<file path="config.mk">
export PLATFORM = sky130hd
export DESIGN_NAME = nfc_host
export DESIGN_NICKNAME = d
export VERILOG_FILES = /design/src/design/nfc_pkg.sv /design/src/design/nfc_bus_cycle.sv /design/src/design/nfc_host.sv
export SDC_FILE = /design/constraint.sdc
export NUM_CORES = 1
export LEC_CHECK = 0
export ABC_AREA = 0
export BUFFER_PORTS_ARGS = -buffer_cell sky130_fd_sc_hd__buf_2
export CELL_PAD_IN_SITES_DETAIL_PLACEMENT = 0
export CELL_PAD_IN_SITES_GLOBAL_PLACEMENT = 1
export CORE_MARGIN = 1.5
export CORE_UTILIZATION = 28
export CTS_BUF_LIST = sky130_fd_sc_hd__clkbuf_16
export CTS_CLUSTER_DIAMETER = 30
export CTS_CLUSTER_SIZE = 16
export DETAILED_ROUTE_END_ITERATION = 8
export GPL_TIMING_DRIVEN = 0
export PLACE_DENSITY_LB_ADDON = 0.1
export SYNTH_ARGS = -nofsm -noshare
export SYNTH_HDL_FRONTEND = slang
export SYNTH_SLANG_ARGS = --single-unit
export TNS_END_PERCENT = 10
</file>
<file path="constraint.sdc">
create_clock -name sys_clk -period 3.2 [get_ports sys_clk]
set_input_delay 0.48 -clock sys_clk [delete_from_list [all_inputs] [get_ports sys_clk]]
set_output_delay 0.48 -clock sys_clk [all_outputs]
set_load 0.1 [all_outputs]
</file>
<file path="src/design/nfc_pkg.sv">
package nfc_pkg;
    localparam int ADDR_W        = 20;
    localparam int DATA_W        = 8;
    localparam int SECTOR_CNT    = 16;
    localparam int SECTOR_BIT    = 16;
    localparam int CLK_MHZ       = 50;
    localparam int T_SETUP_NS    = 70;
    localparam int T_STROBE_NS   = 50;
    localparam int T_RESET_NS    = 500;
    localparam int SETUP_CYC     = (T_SETUP_NS * CLK_MHZ + 999) / 1000;
    localparam int STROBE_CYC    = (T_STROBE_NS * CLK_MHZ + 999) / 1000;
    localparam int RESET_CYC     = (T_RESET_NS * CLK_MHZ + 999) / 1000;
    localparam int POLL_BIT      = 7;
    localparam int TOGGLE_BIT    = 6;
    localparam logic [7:0] UNLOCK1_DATA = 8'haa;
    localparam logic [7:0] UNLOCK2_DATA = 8'h55;
    localparam logic [7:0] PROG_DATA    = 8'ha0;
    localparam logic [7:0] ERASE_DATA   = 8'h80;
    localparam logic [7:0] CHIP_DATA    = 8'h10;
    localparam logic [7:0] SECT_DATA    = 8'h30;
    localparam logic [7:0] BYPASS_DATA  = 8'h20;
    localparam logic [7:0] BYP_EXIT1    = 8'h90;
    localparam logic [7:0] BYP_EXIT2    = 8'h00;
    localparam logic [7:0] SUSPEND_DATA = 8'hb0;
    localparam logic [7:0] RESUME_DATA  = 8'h30;
    localparam logic [7:0] RESET_DATA   = 8'hf0;
    typedef enum logic [3:0] {
        CMD_NONE, CMD_PROGRAM, CMD_CHIP_ERASE, CMD_SECTOR_ERASE, CMD_BYPASS_ENTER,
        CMD_BYPASS_EXIT, CMD_SUSPEND, CMD_RESUME, CMD_RESET, CMD_READ
    } nfc_cmd_t;
endpackage

</file>
<file path="src/design/nfc_bus_cycle.sv">
`timescale 1ns/10ps
// one bus cycle on the flash pins: setup, strobe, release
module nfc_bus_cycle
(
    input  wire logic                      sys_clk,
    input  wire logic                      reset,
    input  wire logic                      start,
    input  wire logic                      is_read,
    input  wire logic [nfc_pkg::ADDR_W-1:0] addr,
    input  wire logic [nfc_pkg::DATA_W-1:0] wdata,
    input  wire logic [nfc_pkg::DATA_W-1:0] dq_in,
    output logic                           busy,
    output logic                           done,
    output logic [nfc_pkg::DATA_W-1:0]     rdata,
    output logic [nfc_pkg::ADDR_W-1:0]     addr_out,
    output logic [nfc_pkg::DATA_W-1:0]     dq_out,
    output logic                           dq_oe,
    output logic                           chip_en_n,
    output logic                           write_en_n,
    output logic                           out_en_n
);
    typedef enum logic [1:0] {BC_IDLE, BC_SETUP, BC_STROBE, BC_HOLD} nfc_bc_t;
    nfc_bc_t    st_r;
    logic [7:0] cnt_r;
    logic       rd_r;
    assign busy = (st_r != BC_IDLE);

    always_ff @(posedge sys_clk)
    begin
        done <= 1'b0;
        if (reset)
        begin
            st_r       <= BC_IDLE;
            cnt_r      <= 8'h00;
            rd_r       <= 1'b0;
            rdata      <= '0;
            addr_out   <= '0;
            dq_out     <= '0;
            dq_oe      <= 1'b0;
            chip_en_n  <= 1'b1;
            write_en_n <= 1'b1;
            out_en_n   <= 1'b1;
        end
        else
        begin
            case (st_r)
                BC_IDLE:
                    if (start)
                    begin
                        addr_out  <= addr;
                        dq_out    <= wdata;
                        rd_r      <= is_read;
                        dq_oe     <= !is_read;
                        chip_en_n <= 1'b0;
                        cnt_r     <= 8'(nfc_pkg::SETUP_CYC);
                        st_r      <= BC_SETUP;
                    end
                BC_SETUP:
                    if (cnt_r <= 8'h01)
                    begin
                        // separate strobes keep host and flash off the bus together
                        write_en_n <= rd_r;
                        out_en_n   <= !rd_r;
                        cnt_r      <= 8'(nfc_pkg::STROBE_CYC);
                        st_r       <= BC_STROBE;
                    end
                    else
                        cnt_r <= cnt_r - 8'h01;
                BC_STROBE:
                    if (cnt_r <= 8'h01)
                    begin
                        if (rd_r)
                            rdata <= dq_in;
                        write_en_n <= 1'b1;
                        out_en_n   <= 1'b1;
                        st_r       <= BC_HOLD;
                    end
                    else
                        cnt_r <= cnt_r - 8'h01;
                default:
                begin
                    chip_en_n <= 1'b1;
                    dq_oe     <= 1'b0;
                    done      <= 1'b1;
                    st_r      <= BC_IDLE;
                end
            endcase
        end
    end
endmodule

</file>
<file path="src/design/nfc_host.sv">
`timescale 1ns/10ps
// Contract
// - commands are plain write cycles; flash latches address and data.
// - in bypass mode a byte program takes two writes, else four.
// - suspend holds erase; other sectors usable; resume continues. Host polls each erase to its end, so suspend is only sent after the erase.
// - host may place flash in standby by itself.
// - separate chip, write and output enables avoid bus contention.
// - twenty address lines select one byte.
// - hardware reset pin is active low.
module nfc_host
(
    input  wire logic                       sys_clk,
    input  wire logic                       reset,
    input  wire logic                       cmd_valid,
    input  wire nfc_pkg::nfc_cmd_t          cmd_op,
    input  wire logic [nfc_pkg::ADDR_W-1:0] cmd_addr,
    input  wire logic [nfc_pkg::DATA_W-1:0] cmd_data,
    input  wire logic                       standby_req,
    output logic                            cmd_ready,
    output logic                            resp_valid,
    output logic [nfc_pkg::DATA_W-1:0]      resp_data,
    output logic                            op_busy,
    output logic                            bypass_active,
    input  wire logic                       ready_busy_out,
    input  wire logic [nfc_pkg::DATA_W-1:0] byte_data_lines_in,
    output logic [nfc_pkg::DATA_W-1:0]      byte_data_lines_out,
    output logic                            byte_data_lines_oe,
    output logic [nfc_pkg::ADDR_W-1:0]      byte_address_lines,
    output logic                            chip_en_n,
    output logic                            write_en_n,
    output logic                            out_en_n,
    output logic                            flash_reset_n
);
    typedef enum logic [2:0] {
        HS_RESET, HS_IDLE, HS_SEQ, HS_READ, HS_WAIT, HS_POLL
    } nfc_hs_t;

    nfc_hs_t                       st_r;
    logic [2:0]                    step_r;
    logic [2:0]                    last_r;
    nfc_pkg::nfc_cmd_t             op_r;
    logic [nfc_pkg::ADDR_W-1:0]    addr_r;
    logic [nfc_pkg::DATA_W-1:0]    data_r;
    logic [7:0]                    rst_cnt_r;
    logic                          bypass_r;
    logic                          toggle_prev_r;
    logic                          poll_first_r;
    logic                          resp_valid_r;
    logic [nfc_pkg::DATA_W-1:0]    resp_data_r;
    logic                          bc_start;
    logic                          bc_read;
    logic                          bc_busy;
    logic                          bc_done;
    logic [nfc_pkg::DATA_W-1:0]    bc_rdata;
    logic [nfc_pkg::DATA_W-1:0]    seq_data;
    logic [nfc_pkg::ADDR_W-1:0]    seq_addr;
    logic [nfc_pkg::ADDR_W-1:0]    bc_addr;
    logic [nfc_pkg::DATA_W-1:0]    bc_wdata;
    logic [2:0]                    seq_len;
    logic                          waits_done;
    logic                          toggled;
    logic                          bc_chip_en_n;
    logic                          bc_write_en_n;
    logic                          bc_out_en_n;

    // unlock writes go to address zero; any address is accepted by the flash
    function automatic logic [7:0] seq_byte(input nfc_pkg::nfc_cmd_t op, input logic [2:0] s,
                                            input logic byp, input logic [7:0] d);
        logic [7:0] b;
        b = 8'h00;
        if (s == 3'd0)
            b = nfc_pkg::UNLOCK1_DATA;
        else if (s == 3'd1)
            b = nfc_pkg::UNLOCK2_DATA;
        else if (s == 3'd2)
            b = (op == nfc_pkg::CMD_PROGRAM) ? nfc_pkg::PROG_DATA
              : (op == nfc_pkg::CMD_BYPASS_ENTER) ? nfc_pkg::BYPASS_DATA
              : nfc_pkg::ERASE_DATA;
        else if (s == 3'd3)
            b = (op == nfc_pkg::CMD_PROGRAM) ? d : nfc_pkg::UNLOCK1_DATA;
        else if (s == 3'd4)
            b = nfc_pkg::UNLOCK2_DATA;
        else
            b = (op == nfc_pkg::CMD_CHIP_ERASE) ? nfc_pkg::CHIP_DATA : nfc_pkg::SECT_DATA;
        if (op == nfc_pkg::CMD_PROGRAM && byp)
            b = (s == 3'd2) ? nfc_pkg::PROG_DATA : d;
        else if (op == nfc_pkg::CMD_BYPASS_EXIT)
            b = (s == 3'd0) ? nfc_pkg::BYP_EXIT1 : nfc_pkg::BYP_EXIT2;
        else if (op == nfc_pkg::CMD_SUSPEND)
            b = nfc_pkg::SUSPEND_DATA;
        else if (op == nfc_pkg::CMD_RESUME)
            b = nfc_pkg::RESUME_DATA;
        else if (op == nfc_pkg::CMD_RESET)
            b = nfc_pkg::RESET_DATA;
        return b;
    endfunction

    assign seq_len = (cmd_op == nfc_pkg::CMD_PROGRAM) ? (bypass_r ? 3'd2 : 3'd4)
                   : (cmd_op == nfc_pkg::CMD_CHIP_ERASE) ? 3'd6
                   : (cmd_op == nfc_pkg::CMD_SECTOR_ERASE) ? 3'd6
                   : (cmd_op == nfc_pkg::CMD_BYPASS_ENTER) ? 3'd3
                   : (cmd_op == nfc_pkg::CMD_BYPASS_EXIT) ? 3'd2
                   : 3'd1;
    // bypass program starts at the program-code step
    wire [2:0] seq_step = (op_r == nfc_pkg::CMD_PROGRAM && bypass_r) ? step_r + 3'd2 : step_r;
    assign seq_data = seq_byte(op_r, seq_step, bypass_r, data_r);
    // data and sector cycles carry the target address; sector address in top bits
    assign seq_addr = (step_r == last_r) ? addr_r : '0;
    assign bc_addr  = (st_r == HS_SEQ) ? seq_addr : addr_r;
    assign bc_wdata = seq_data;
    assign bc_read  = (st_r != HS_SEQ);
    assign bc_start = !bc_busy && !bc_done
                    && ((st_r == HS_SEQ) || (st_r == HS_READ) || (st_r == HS_POLL));
    assign waits_done = (op_r == nfc_pkg::CMD_PROGRAM) || (op_r == nfc_pkg::CMD_CHIP_ERASE)
                     || (op_r == nfc_pkg::CMD_SECTOR_ERASE) || (op_r == nfc_pkg::CMD_RESUME);
    assign toggled = bc_rdata[nfc_pkg::TOGGLE_BIT] != toggle_prev_r;

    assign cmd_ready     = (st_r == HS_IDLE);
    assign op_busy       = (st_r != HS_IDLE);
    assign bypass_active = bypass_r;
    assign resp_valid    = resp_valid_r;
    assign resp_data     = resp_data_r;
    // standby: deselect the chip while idle
    assign chip_en_n     = bc_chip_en_n | (standby_req && st_r == HS_IDLE);
    assign write_en_n    = bc_write_en_n;
    assign out_en_n      = bc_out_en_n;

    nfc_bus_cycle u_cycle
    (
        .sys_clk    (sys_clk),
        .reset      (reset),
        .start      (bc_start),
        .is_read    (bc_read),
        .addr       (bc_addr),
        .wdata      (bc_wdata),
        .dq_in      (byte_data_lines_in),
        .busy       (bc_busy),
        .done       (bc_done),
        .rdata      (bc_rdata),
        .addr_out   (byte_address_lines),
        .dq_out     (byte_data_lines_out),
        .dq_oe      (byte_data_lines_oe),
        .chip_en_n  (bc_chip_en_n),
        .write_en_n (bc_write_en_n),
        .out_en_n   (bc_out_en_n)
    );

    always_ff @(posedge sys_clk)
    begin
        resp_valid_r <= 1'b0;
        if (reset)
        begin
            st_r          <= HS_RESET;
            rst_cnt_r     <= 8'(nfc_pkg::RESET_CYC);
            flash_reset_n <= 1'b0;
            step_r        <= 3'd0;
            last_r        <= 3'd0;
            op_r          <= nfc_pkg::CMD_NONE;
            addr_r        <= '0;
            data_r        <= '0;
            bypass_r      <= 1'b0;
            toggle_prev_r <= 1'b0;
            poll_first_r  <= 1'b0;
            resp_data_r   <= '0;
        end
        else
        begin
            case (st_r)
                HS_RESET:
                    // reset pulse aborts any flash operation
                    if (rst_cnt_r <= 8'h01)
                    begin
                        flash_reset_n <= 1'b1;
                        st_r          <= HS_IDLE;
                    end
                    else
                        rst_cnt_r <= rst_cnt_r - 8'h01;
                HS_IDLE:
                    if (cmd_valid)
                    begin
                        op_r   <= cmd_op;
                        addr_r <= cmd_addr;
                        data_r <= cmd_data;
                        step_r <= 3'd0;
                        last_r <= seq_len - 3'd1;
                        if (cmd_op == nfc_pkg::CMD_READ)
                            st_r <= HS_READ;
                        else if (cmd_op == nfc_pkg::CMD_NONE)
                            st_r <= HS_IDLE;
                        else
                            st_r <= HS_SEQ;
                    end
                HS_SEQ:
                    if (bc_done)
                    begin
                        if (step_r == last_r)
                        begin
                            if (op_r == nfc_pkg::CMD_BYPASS_ENTER)
                                bypass_r <= 1'b1;
                            else if (op_r == nfc_pkg::CMD_BYPASS_EXIT
                                     || op_r == nfc_pkg::CMD_RESET)
                                bypass_r <= 1'b0;
                            poll_first_r <= 1'b1;
                            // flash runs program/erase by itself; host only watches
                            st_r <= waits_done ? HS_WAIT : HS_IDLE;
                        end
                        else
                            step_r <= step_r + 3'd1;
                    end
                HS_READ:
                    if (bc_done)
                    begin
                        resp_data_r  <= bc_rdata;
                        resp_valid_r <= 1'b1;
                        st_r         <= HS_IDLE;
                    end
                HS_WAIT:
                    // ready pin may lag the last write; status reads settle it
                    st_r <= HS_POLL;
                HS_POLL:
                    if (bc_done)
                    begin
                        toggle_prev_r <= bc_rdata[nfc_pkg::TOGGLE_BIT];
                        poll_first_r  <= 1'b0;
                        // done once toggling stops and the ready pin is high
                        if (!poll_first_r && !toggled && ready_busy_out)
                        begin
                            resp_data_r  <= bc_rdata;
                            resp_valid_r <= 1'b1;
                            st_r         <= HS_IDLE;
                        end
                    end
                default:
                    st_r <= HS_IDLE;
            endcase
        end
    end
endmodule

</file>
== Yosys cells after proc, flatten, opt, wreduce, memory -nomap -nowiden ==
Index checks and enable logic that the tools add are counted.
Storage, ports and cells
  register bits after elaboration: 114
  input port bits: 45
Operators by class
  add/subtract/negate cells: 5
  order comparisons: 2
  eq/ne operators: 41
  mux-type cells: 72
  bitwise gates (word level): 3
  reduce and logical (&&, ||, !) cells: 46
Operators with widths (number)
  8-bit 2-to-1 mux: 20
  3-bit 2-to-1 mux: 16
  20-bit 2-to-1 mux: 2
  4-bit by 3-bit == test with 1-bit output (second input constant): 6
  8-bit case mux with 3 select lines: 1
  3-bit case mux with 6 select lines: 1
  4-bit by 2-bit == test with 1-bit output (second input constant): 4
  8-bit by 1-bit less-or-equal comparator with 1-bit output (second input constant): 2
  8-bit case mux with 2 select lines: 1
  4-bit AND reduction: 4
  8-bit by 1-bit subtractor with 8-bit output (second input constant): 2
  1-bit 2-to-1 mux: 14
  2-bit 2-to-1 mux: 7
  3-bit by 2-bit == test with 1-bit output (second input constant): 4
  2-bit by 1-bit != test with 1-bit output (second input constant): 6
  2-bit != test (second input constant): 6
  1-bit case mux with 2 select lines: 6
  2-bit AND reduction: 6
  3-bit AND reduction: 4
  2-bit nonzero test: 6
  3-bit == test (second input constant): 3
  4-bit by 1-bit == test with 1-bit output (second input constant): 2
  4-bit == test (second input constant): 2
  7-bit 2-to-1 mux: 1
  25 further kinds: 43

== Depth between registers and ports, before layout ==
Gate-level depths: netlist (run 1).
  depth in word-level cells: 14
  mapped depth: 10
  gate-level depth less buffers: 7

== Cells and area by module ==
A second synthesis (run 1) with hierarchy kept.
Second synthesis, totals
  cells, all modules: 739
  area, all modules: 5778.0 µm²
By module, submodules not included
  nfc_host: times used 1, cells an instance 457, area each 3514.6 µm², sequential area each 1241.2 µm²
  nfc_bus_cycle: times used 1, cells an instance 282, area each 2263.4 µm², sequential area each 1041.0 µm²

== Least setup slack after synthesis (run 1) ==
No wires, ideal clock.
  kind: reg-to-output
  from: register st_r[0]
  to: output chip_en_n
  arrival: 3.066 ns
  data required time: 2.720 ns
  setup slack: -0.346 ns
  cell stages (with the launch flop): 6
  buffers on the path: 2
  path through: dfxtp_1 -> buf_2 -> or3b_2 -> clkbuf_1 -> inv_1 -> a21o_1
Between the ends
  cells in the longest elaborated chain, start to end: 3
Ends and longest elaborated chain
  start, declared: RTL line nfc_host.sv:38  | nfc_hs_t st_r;
  start signal, assigned: RTL line nfc_host.sv:205  | st_r <= waits_done ? HS_WAIT : HS_IDLE;
  3-bit by 1-bit == test with 1-bit output
  net cmd_ready: RTL line nfc_host.sv:19  | output logic cmd_ready,
  1-bit logical AND: RTL line nfc_host.sv:124  | assign chip_en_n = bc_chip_en_n | (standby_req && st_r == HS_IDLE);
  1-bit bitwise OR: RTL line nfc_host.sv:124
  end, declared: RTL line nfc_host.sv:29  | output logic chip_en_n,
The timed path passes the listed nets, and every way through them passes these cells.

== Final worst setup path (run 1) ==
  from: register u_cycle.st_r[0]
  to: register u_cycle.addr_out[16] in the netlist's numbering
Between the ends
  cells in the longest elaborated chain, start to end: 5
  elaborated cells between the ends (all ways): 6
Ends and longest elaborated chain
  start, declared: RTL line nfc_bus_cycle.sv:23  | nfc_bc_t st_r;
  start signal, assigned: RTL line nfc_bus_cycle.sv:33  | st_r <= BC_IDLE;
  start signal, assigned: RTL line nfc_bus_cycle.sv:56  | st_r <= BC_SETUP;
  start signal, assigned: RTL line nfc_bus_cycle.sv:65  | st_r <= BC_STROBE;
  2-bit nonzero test: RTL line nfc_bus_cycle.sv:26  | assign busy = (st_r != BC_IDLE);
  1-bit logical NOT: RTL line nfc_host.sv:112  | assign bc_start = !bc_busy && !bc_done
  1-bit logical AND: RTL line nfc_host.sv:112
  1-bit logical AND: RTL line nfc_host.sv:113  | && ((st_r == HS_SEQ) || (st_r == HS_READ) || (st_r == HS_POLL));
  2-bit AND reduction (no line) *
  end signal, assigned: RTL line nfc_bus_cycle.sv:50  | addr_out <= addr;
  end, declared: RTL line nfc_bus_cycle.sv:15  | output logic [nfc_pkg::ADDR_W-1:0] addr_out,
Mark *: on every way between the ends. The rest lies on a longest branch, timed or not.
A chain may end at the register's enable or synchronous reset.

==> results of run 1 <==
==> power by group through the flow <==
| stage | Sequential [mW] | Clock, mW | Combinational (mW) |
|---|---|---|---|
| 2_1_floorplan | 1.57 | 0 | 0.323 |
| 3_3_place_gp | 1.53 | 0 | 0.510 |
| 3_5_place_dp | 1.53 | 0 | 0.514 |
| 4_1_cts | 1.50 | 2.01 | 0.517 |
| 5_1_grt | 1.51 | 2.08 | 0.568 |
| 6_report | 1.50 | 1.96 | 0.516 |
==> logic make-up after synthesis <==
logic type,synth area share
simple gates,0.222
compound gates,0.209
flops,0.414
buf+inv,0.0504
mux,0.0473
xor+xnor,0.0318
fa+ha+maj,0.0250
==> cell type report <==
type,count,area (µm²)
fillers,2088,12500
inverters,18,71.3
clock buffers,17,425
repair buffers,89,445
multi-input cells,486,2950
plain buffers,46,211
clock inverters,15,180
flip-flops and latches,114,2280
well taps,265,332
==> layer usage <==
metal / vias to the layer above / global-route usage
met5: - / 0
met4: 0 / 0.0618
met3: 25 / 0.0376
met2: 119 / 0.271
met1: 2460 / 0.230
li1: 2580 / -
==> through the flow <==
| step | setup WS (ns) | cell area (µm²) | utilization | std cells | power (mW) |
|---|---|---|---|---|---|
| final | 0.476 | 6900 | 0.355 | 1050 | 3.98 |
| after global routing | 0.211 | 6900 | 0.355 | 1050 | 4.15 |
| after CTS | 0.433 | 6900 | 0.355 | 1050 | 4.03 |
| after detailed placement | 0.439 | 6290 | 0.324 | 1018 | 2.05 |
| after global placement | 0.418 | 6290 | 0.324 | 1018 | 2.04 |
| after floorplan | 0.159 | 5510 | - | 664 | 1.90 |
==> state kept, by name (all words and copies together), names as in the netlist, 2 cells and up <==
| register | cells |
|---|---|
| u_cycle.cnt_r | 8 |
| st_r | 3 |
| data_r | 8 |
| rst_cnt_r | 8 |
| last_r | 3 |
| u_cycle.addr_out | 20 |
| resp_data | 8 |
| op_r | 4 |
| u_cycle.dq_out | 8 |
| u_cycle.st_r | 2 |
| addr_r | 20 |
| u_cycle.rdata | 8 |
| step_r | 3 |
==> worst reg2reg max path: stages (launching register included) <==
cell	delay [ns]
dfxtp_1	0.41
inv_1	0.09
ha_1	0.19
clkbuf_1	0.22
nand2b_1	0.20
a21o_1	0.17
clkbuf_1	0.44
clkbuf_1	0.63
a22oi_1	0.19
nor2_1	0.12
==> synth_stat cells, types with 11 or more instances <==
library cell / number / area, µm²
nand2_1: 95 / 357
dfxtp_1: 114 / 2280
a22oi_1: 21 / 158
o21ai_0: 21 / 105
a21oi_1: 62 / 310
xnor2_1: 13 / 114
inv_1: 18 / 67.6
nand3_1: 11 / 55.1
mux2i_1: 26 / 260
nor2_1: 79 / 297
ha_1: 11 / 138
clkbuf_1: 37 / 139
nor3_1: 15 / 75.1
==> final timing paths <==
check | from | to | depth (start not counted)
worst max register to register | u_cycle.st_r[0] | u_cycle.addr_out[16] | 9
worst min-delay path | cmd_data[3] | data_r[3] | 3
worst min register to register | addr_r[6] | addr_r[6] | 2
worst max-delay path | u_cycle.st_r[0] | u_cycle.addr_out[16] | 9
==> impl_metrics.toml, run 1 <==
[clock_network]
clk_pin_slew_ns = 0.06
clock_latency_ns = 0.42
htreeDepth = 4
cts-hold-fix-buffers = 0
cts_tree = "built"
cts_buffer_depth = 2
cts_sinks = 114
post-cts-setup-buffers = 0
ctsResizeCount = 0
numCtsBuffers = 17
cts_root_buf = "clkbuf_16"

[route]
met1Wirelength_um = 8160
routed_wl_um = 17000
drc = 0
dr.pass1.iters = 5
drtIter0Drc = 331
drtAntennaViolNets = 0
topRoutingLayerUsed = "met4"
wl_per_cell_um = 16.2
wl_met2_um = 7780
vias = 5184
wl_met3_um = 664
via_per_inst = 4.94

[worst_setup_path]
cp_cell_sequence = "inv_1 > ha_1 > clkbuf_1 > nand2b_1 > a21o_1 > clkbuf_1 > clkbuf_1 > a22oi_1 > nor2_1"
crit_fanout = 10
path_common_cell = "clkbuf_1"
cp.required_ns = 3.54
worstSetupPathType = "flip-flop to flip-flop"
rrSetupSlack_ns = 0.48
critPathMaxStageDelay_ns = 0.63
critical-path-top-delay-family = "buffers and inverters"
crit_arrival_ns = 3.07
cp-start-kind = "flip-flop"
end_kind = "flip-flop"
crit_slowest_cell = "clkbuf_1"
critPathBufInv = 4

[yosys]
synth_area_um2 = 5510
ys.flop_type = "dfxtp_1"
ys_types = 75
async_flop_share = 0
syn_area_per_cell_um2 = 8.29
synth_edf_count = 0
ys_seq_elements = 114
ys_warn_count = 0
synth_nets = 720
ys_seq_area_frac = 0.414
synthCells = 664

[finish]
mostFrequentLayoutCells = "dfxtp_1 (114), nand2_1 (95), buf_2 (91), nor2_1 (79), a21oi_1 (62)"
drive_above_1_share = 0.183
layout.nets = 828
final_common_cell = "dfxtp_1"
diodes = 0
area_growth_pct = 25.2

[global_route]
track_usage = 0.172
grt_pass1_wl_um = 26900
grt_max_degree = 17
grt_pass1_vias = 4967
antenna_found_initial = 0
overflow = 0

[sta]
setup_violations = 0
rsz0062_at_grt = "no"
fin_crit_ns = 2.72
fmax_mhz = 367
finClkSkew_ns = 0.0105
hold_viol = 0
hold_slack_ns = 0.297
max_slew.worst_pin.slew_ns = 0.906
fin_crit_sh = 0.851
tns_ns = 0
slew-limit-headroom = 0.387
maxSlewViolCount = 0

[power_and_ir_drop]
p_seq_frac = 0.377
p_leak_nw = 2.58
ir_worst_vdd_v = 0.000355
switchingPower_mw = 1.11
power_frac_comb = 0.130
power.share.clock = 0.493
power.internal_mw = 2.87
powerDensity_nw_per_um2 = 577
switching_share = 0.280

[worst_hold_path]
min-delay-path-class = "input pin to flip-flop"

[outcome]
status = "complete, no violations"

[die]
start_util = 0.284
ioPinCount = 90
core_um2 = 19400
placementRows = 51
die_h_um = 143
die-area_um2 = 20500
die_x_um = 143

[place]
io_buffer_count = 89
place_congestion = 0.892
hpwl_um = 12200

[job]
maxCapViolations = 0
(Power assumes the default switching activity.)
==> inputs of run 2 (changes only) <==
--- a/config.mk
+++ b/config.mk
@@ -15,7 +15,6 @@
 export CTS_CLUSTER_DIAMETER = 30
 export CTS_CLUSTER_SIZE = 16
 export DETAILED_ROUTE_END_ITERATION = 8
-export GPL_TIMING_DRIVEN = 0
 export PLACE_DENSITY_LB_ADDON = 0.1
 export SYNTH_ARGS = -nofsm -noshare
 export SYNTH_HDL_FRONTEND = slang
==> run 2 against run 1 <==
Effect of this change: clock power is 4% lower; count of clock-buffer cells in the layout stayed put; die area stayed put; final cell count is 3.4% lower; first-iteration DRC count is 17% lower; worst setup slack better by 0.068 ns; register-to-register slack better by 0.37 ns; total power is 2.0% lower; critical path depth is 5 lower.
==> impl_metrics.toml, run 2 (synthesis results as in run 1) <==
[route]
wl_per_cell_um = 16.0
drtAntennaViolNets = 0
drtIter0Drc = 276
via_per_inst = 4.89
routed_wl_um = 16200
dr.pass1.iters = 6
drc = 0
vias = 4958

[finish]
drive_above_1_share = 0.196
reg_top3 = "addr_r x20, u_cycle.addr_out x20"
mostFrequentLayoutCells = "dfxtp_1 (114), nand2_1 (95), buf_2 (88), nor2_1 (79), a21oi_1 (62)"
final_common_cell = "dfxtp_1"
area_growth_pct = 22.4
layout.nets = 792
diodes = 0

[power_and_ir_drop]
powerDensity_nw_per_um2 = 579
p_leak_nw = 2.52
ir_worst_vdd_v = 0.000332

[die]
die_h_um = 143
placementRows = 51
ioPinCount = 90
die_x_um = 143
core_um2 = 19400
start_util = 0.284
die-area_um2 = 20500

[place]
place_congestion = 0.828
post-place-ws_ns = 0.868
io_buffer_count = 89
hpwl_um = 11100

[worst_setup_path]
crit_slowest_cell = "or3b_2"
critPathMaxStageDelay_ns = 0.61
cp_cell_sequence = "or3b_2 > clkinvlp_4 > a21o_1 > buf_2"
crit_arrival_ns = 2.18
end_kind = "output pin"
worstSetupPathType = "flip-flop to output pin"
cp-start-kind = "flip-flop"
crit_fanout = 10
cp.required_ns = 2.72

[sta]
finClkSkew_ns = 0.0104
hold_viol = 0
fin_crit_sh = 0.830
max_slew.worst_pin.slew_ns = 0.903
fmax_mhz = 377
slew-limit-headroom = 0.398
setup_ws_ns = 0.544
setup_violations = 0
maxSlewViolCount = 0
rsz0062_at_grt = "no"
fin_crit_ns = 2.66
tns_ns = 0

[clock_network]
cts_buffer_depth = 2
cts_root_buf = "clkbuf_16"
numCtsBuffers = 17
ctsResizeCount = 0
clock_latency_ns = 0.42
cts-hold-fix-buffers = 0
cts_sinks = 114
htreeDepth = 4
clk_pin_slew_ns = 0.06
post-cts-setup-buffers = 0
cts_tree = "built"

[global_route]
antenna_found_initial = 0
grt_pass1_wl_um = 25900
overflow = 0
track_usage = 0.164
grt_pass1_vias = 4859
grt_max_degree = 84

[job]
maxCapViolations = 0

[worst_hold_path]
min-delay-path-class = "input pin to flip-flop"

[outcome]
status = "complete, no violations"
[run 2: cell types whose count changed in the layout (fill, tap and decap cells not counted), sizes merged]
| cell | change |
|---|---|
| clkinvlp | +3 |
| bufinv | -1 |
| clkinv | -4 |
| buf | +3 |
| inv | +2 |
| clkbuf | -39 |
[run 2: layout make-up]
type / count / area [µm²]
Clock buffer: 17 / 425
Clock inverter: 15 / 158
Fill cell: 2094 / 12700
Inverter: 18 / 71.3
Multi-Input combinational cell: 486 / 2950
Sequential cell: 114 / 2280
Tap cell: 265 / 332
Timing Repair Buffer: 99 / 523
[run 2: path summary, 6_finish.rpt]
check / endpoint / depth (start not counted) / slack [ns] / start
worst max-delay path: chip_en_n / 4 / 0.54 / st_r[0]
worst min-delay path: data_r[4] / 3 / 0.30 / cmd_data[4]
worst max register to register: u_cycle.rdata[6] / 5 / 0.85 / u_cycle.cnt_r[4]
worst min register to register: addr_r[11] / 2 / 0.45 / addr_r[11]
[run 2: metrics by stage]
step,power (mW),utilization,instance area [µm²],hold slack [ns],instances
final,3.90,0.347,6740,0.296,1014
after global routing,4.08,0.347,6740,0.287,1014
after CTS,3.95,0.347,6740,0.277,1014
after detailed placement,2.04,0.317,6160,0.448,982
after global placement,2.04,0.317,6160,0.442,982
after floorplan,1.90,-,5510,0.436,664
[run 2: routing by layer]
| layer | up-vias | global-route usage | wire, µm |
|---|---|---|---|
| met5 | - | 0 | 0 |
| li1 | 2503 | - | - |
| met1 | 2324 | 0.216 | 7790 |
| met2 | 109 | 0.260 | 7410 |
| met4 | 0 | 0.0644 | 305 |
| met3 | 22 | 0.0369 | 685 |
[run 2: critical path, delay by kind of cell (launching register included)]
family          cells  cell delay (ns)
simple gates        1             0.61
compound gates      1             0.11
flops               1             0.49
buf+inv             2             0.55
[run 2: power breakdown]
part / switching (mW) / internal [mW]
Sequential: 0.0482 / 1.46
Combinational: 0.325 / 0.181
Clock: 0.738 / 1.15
Total: 1.11 / 2.79
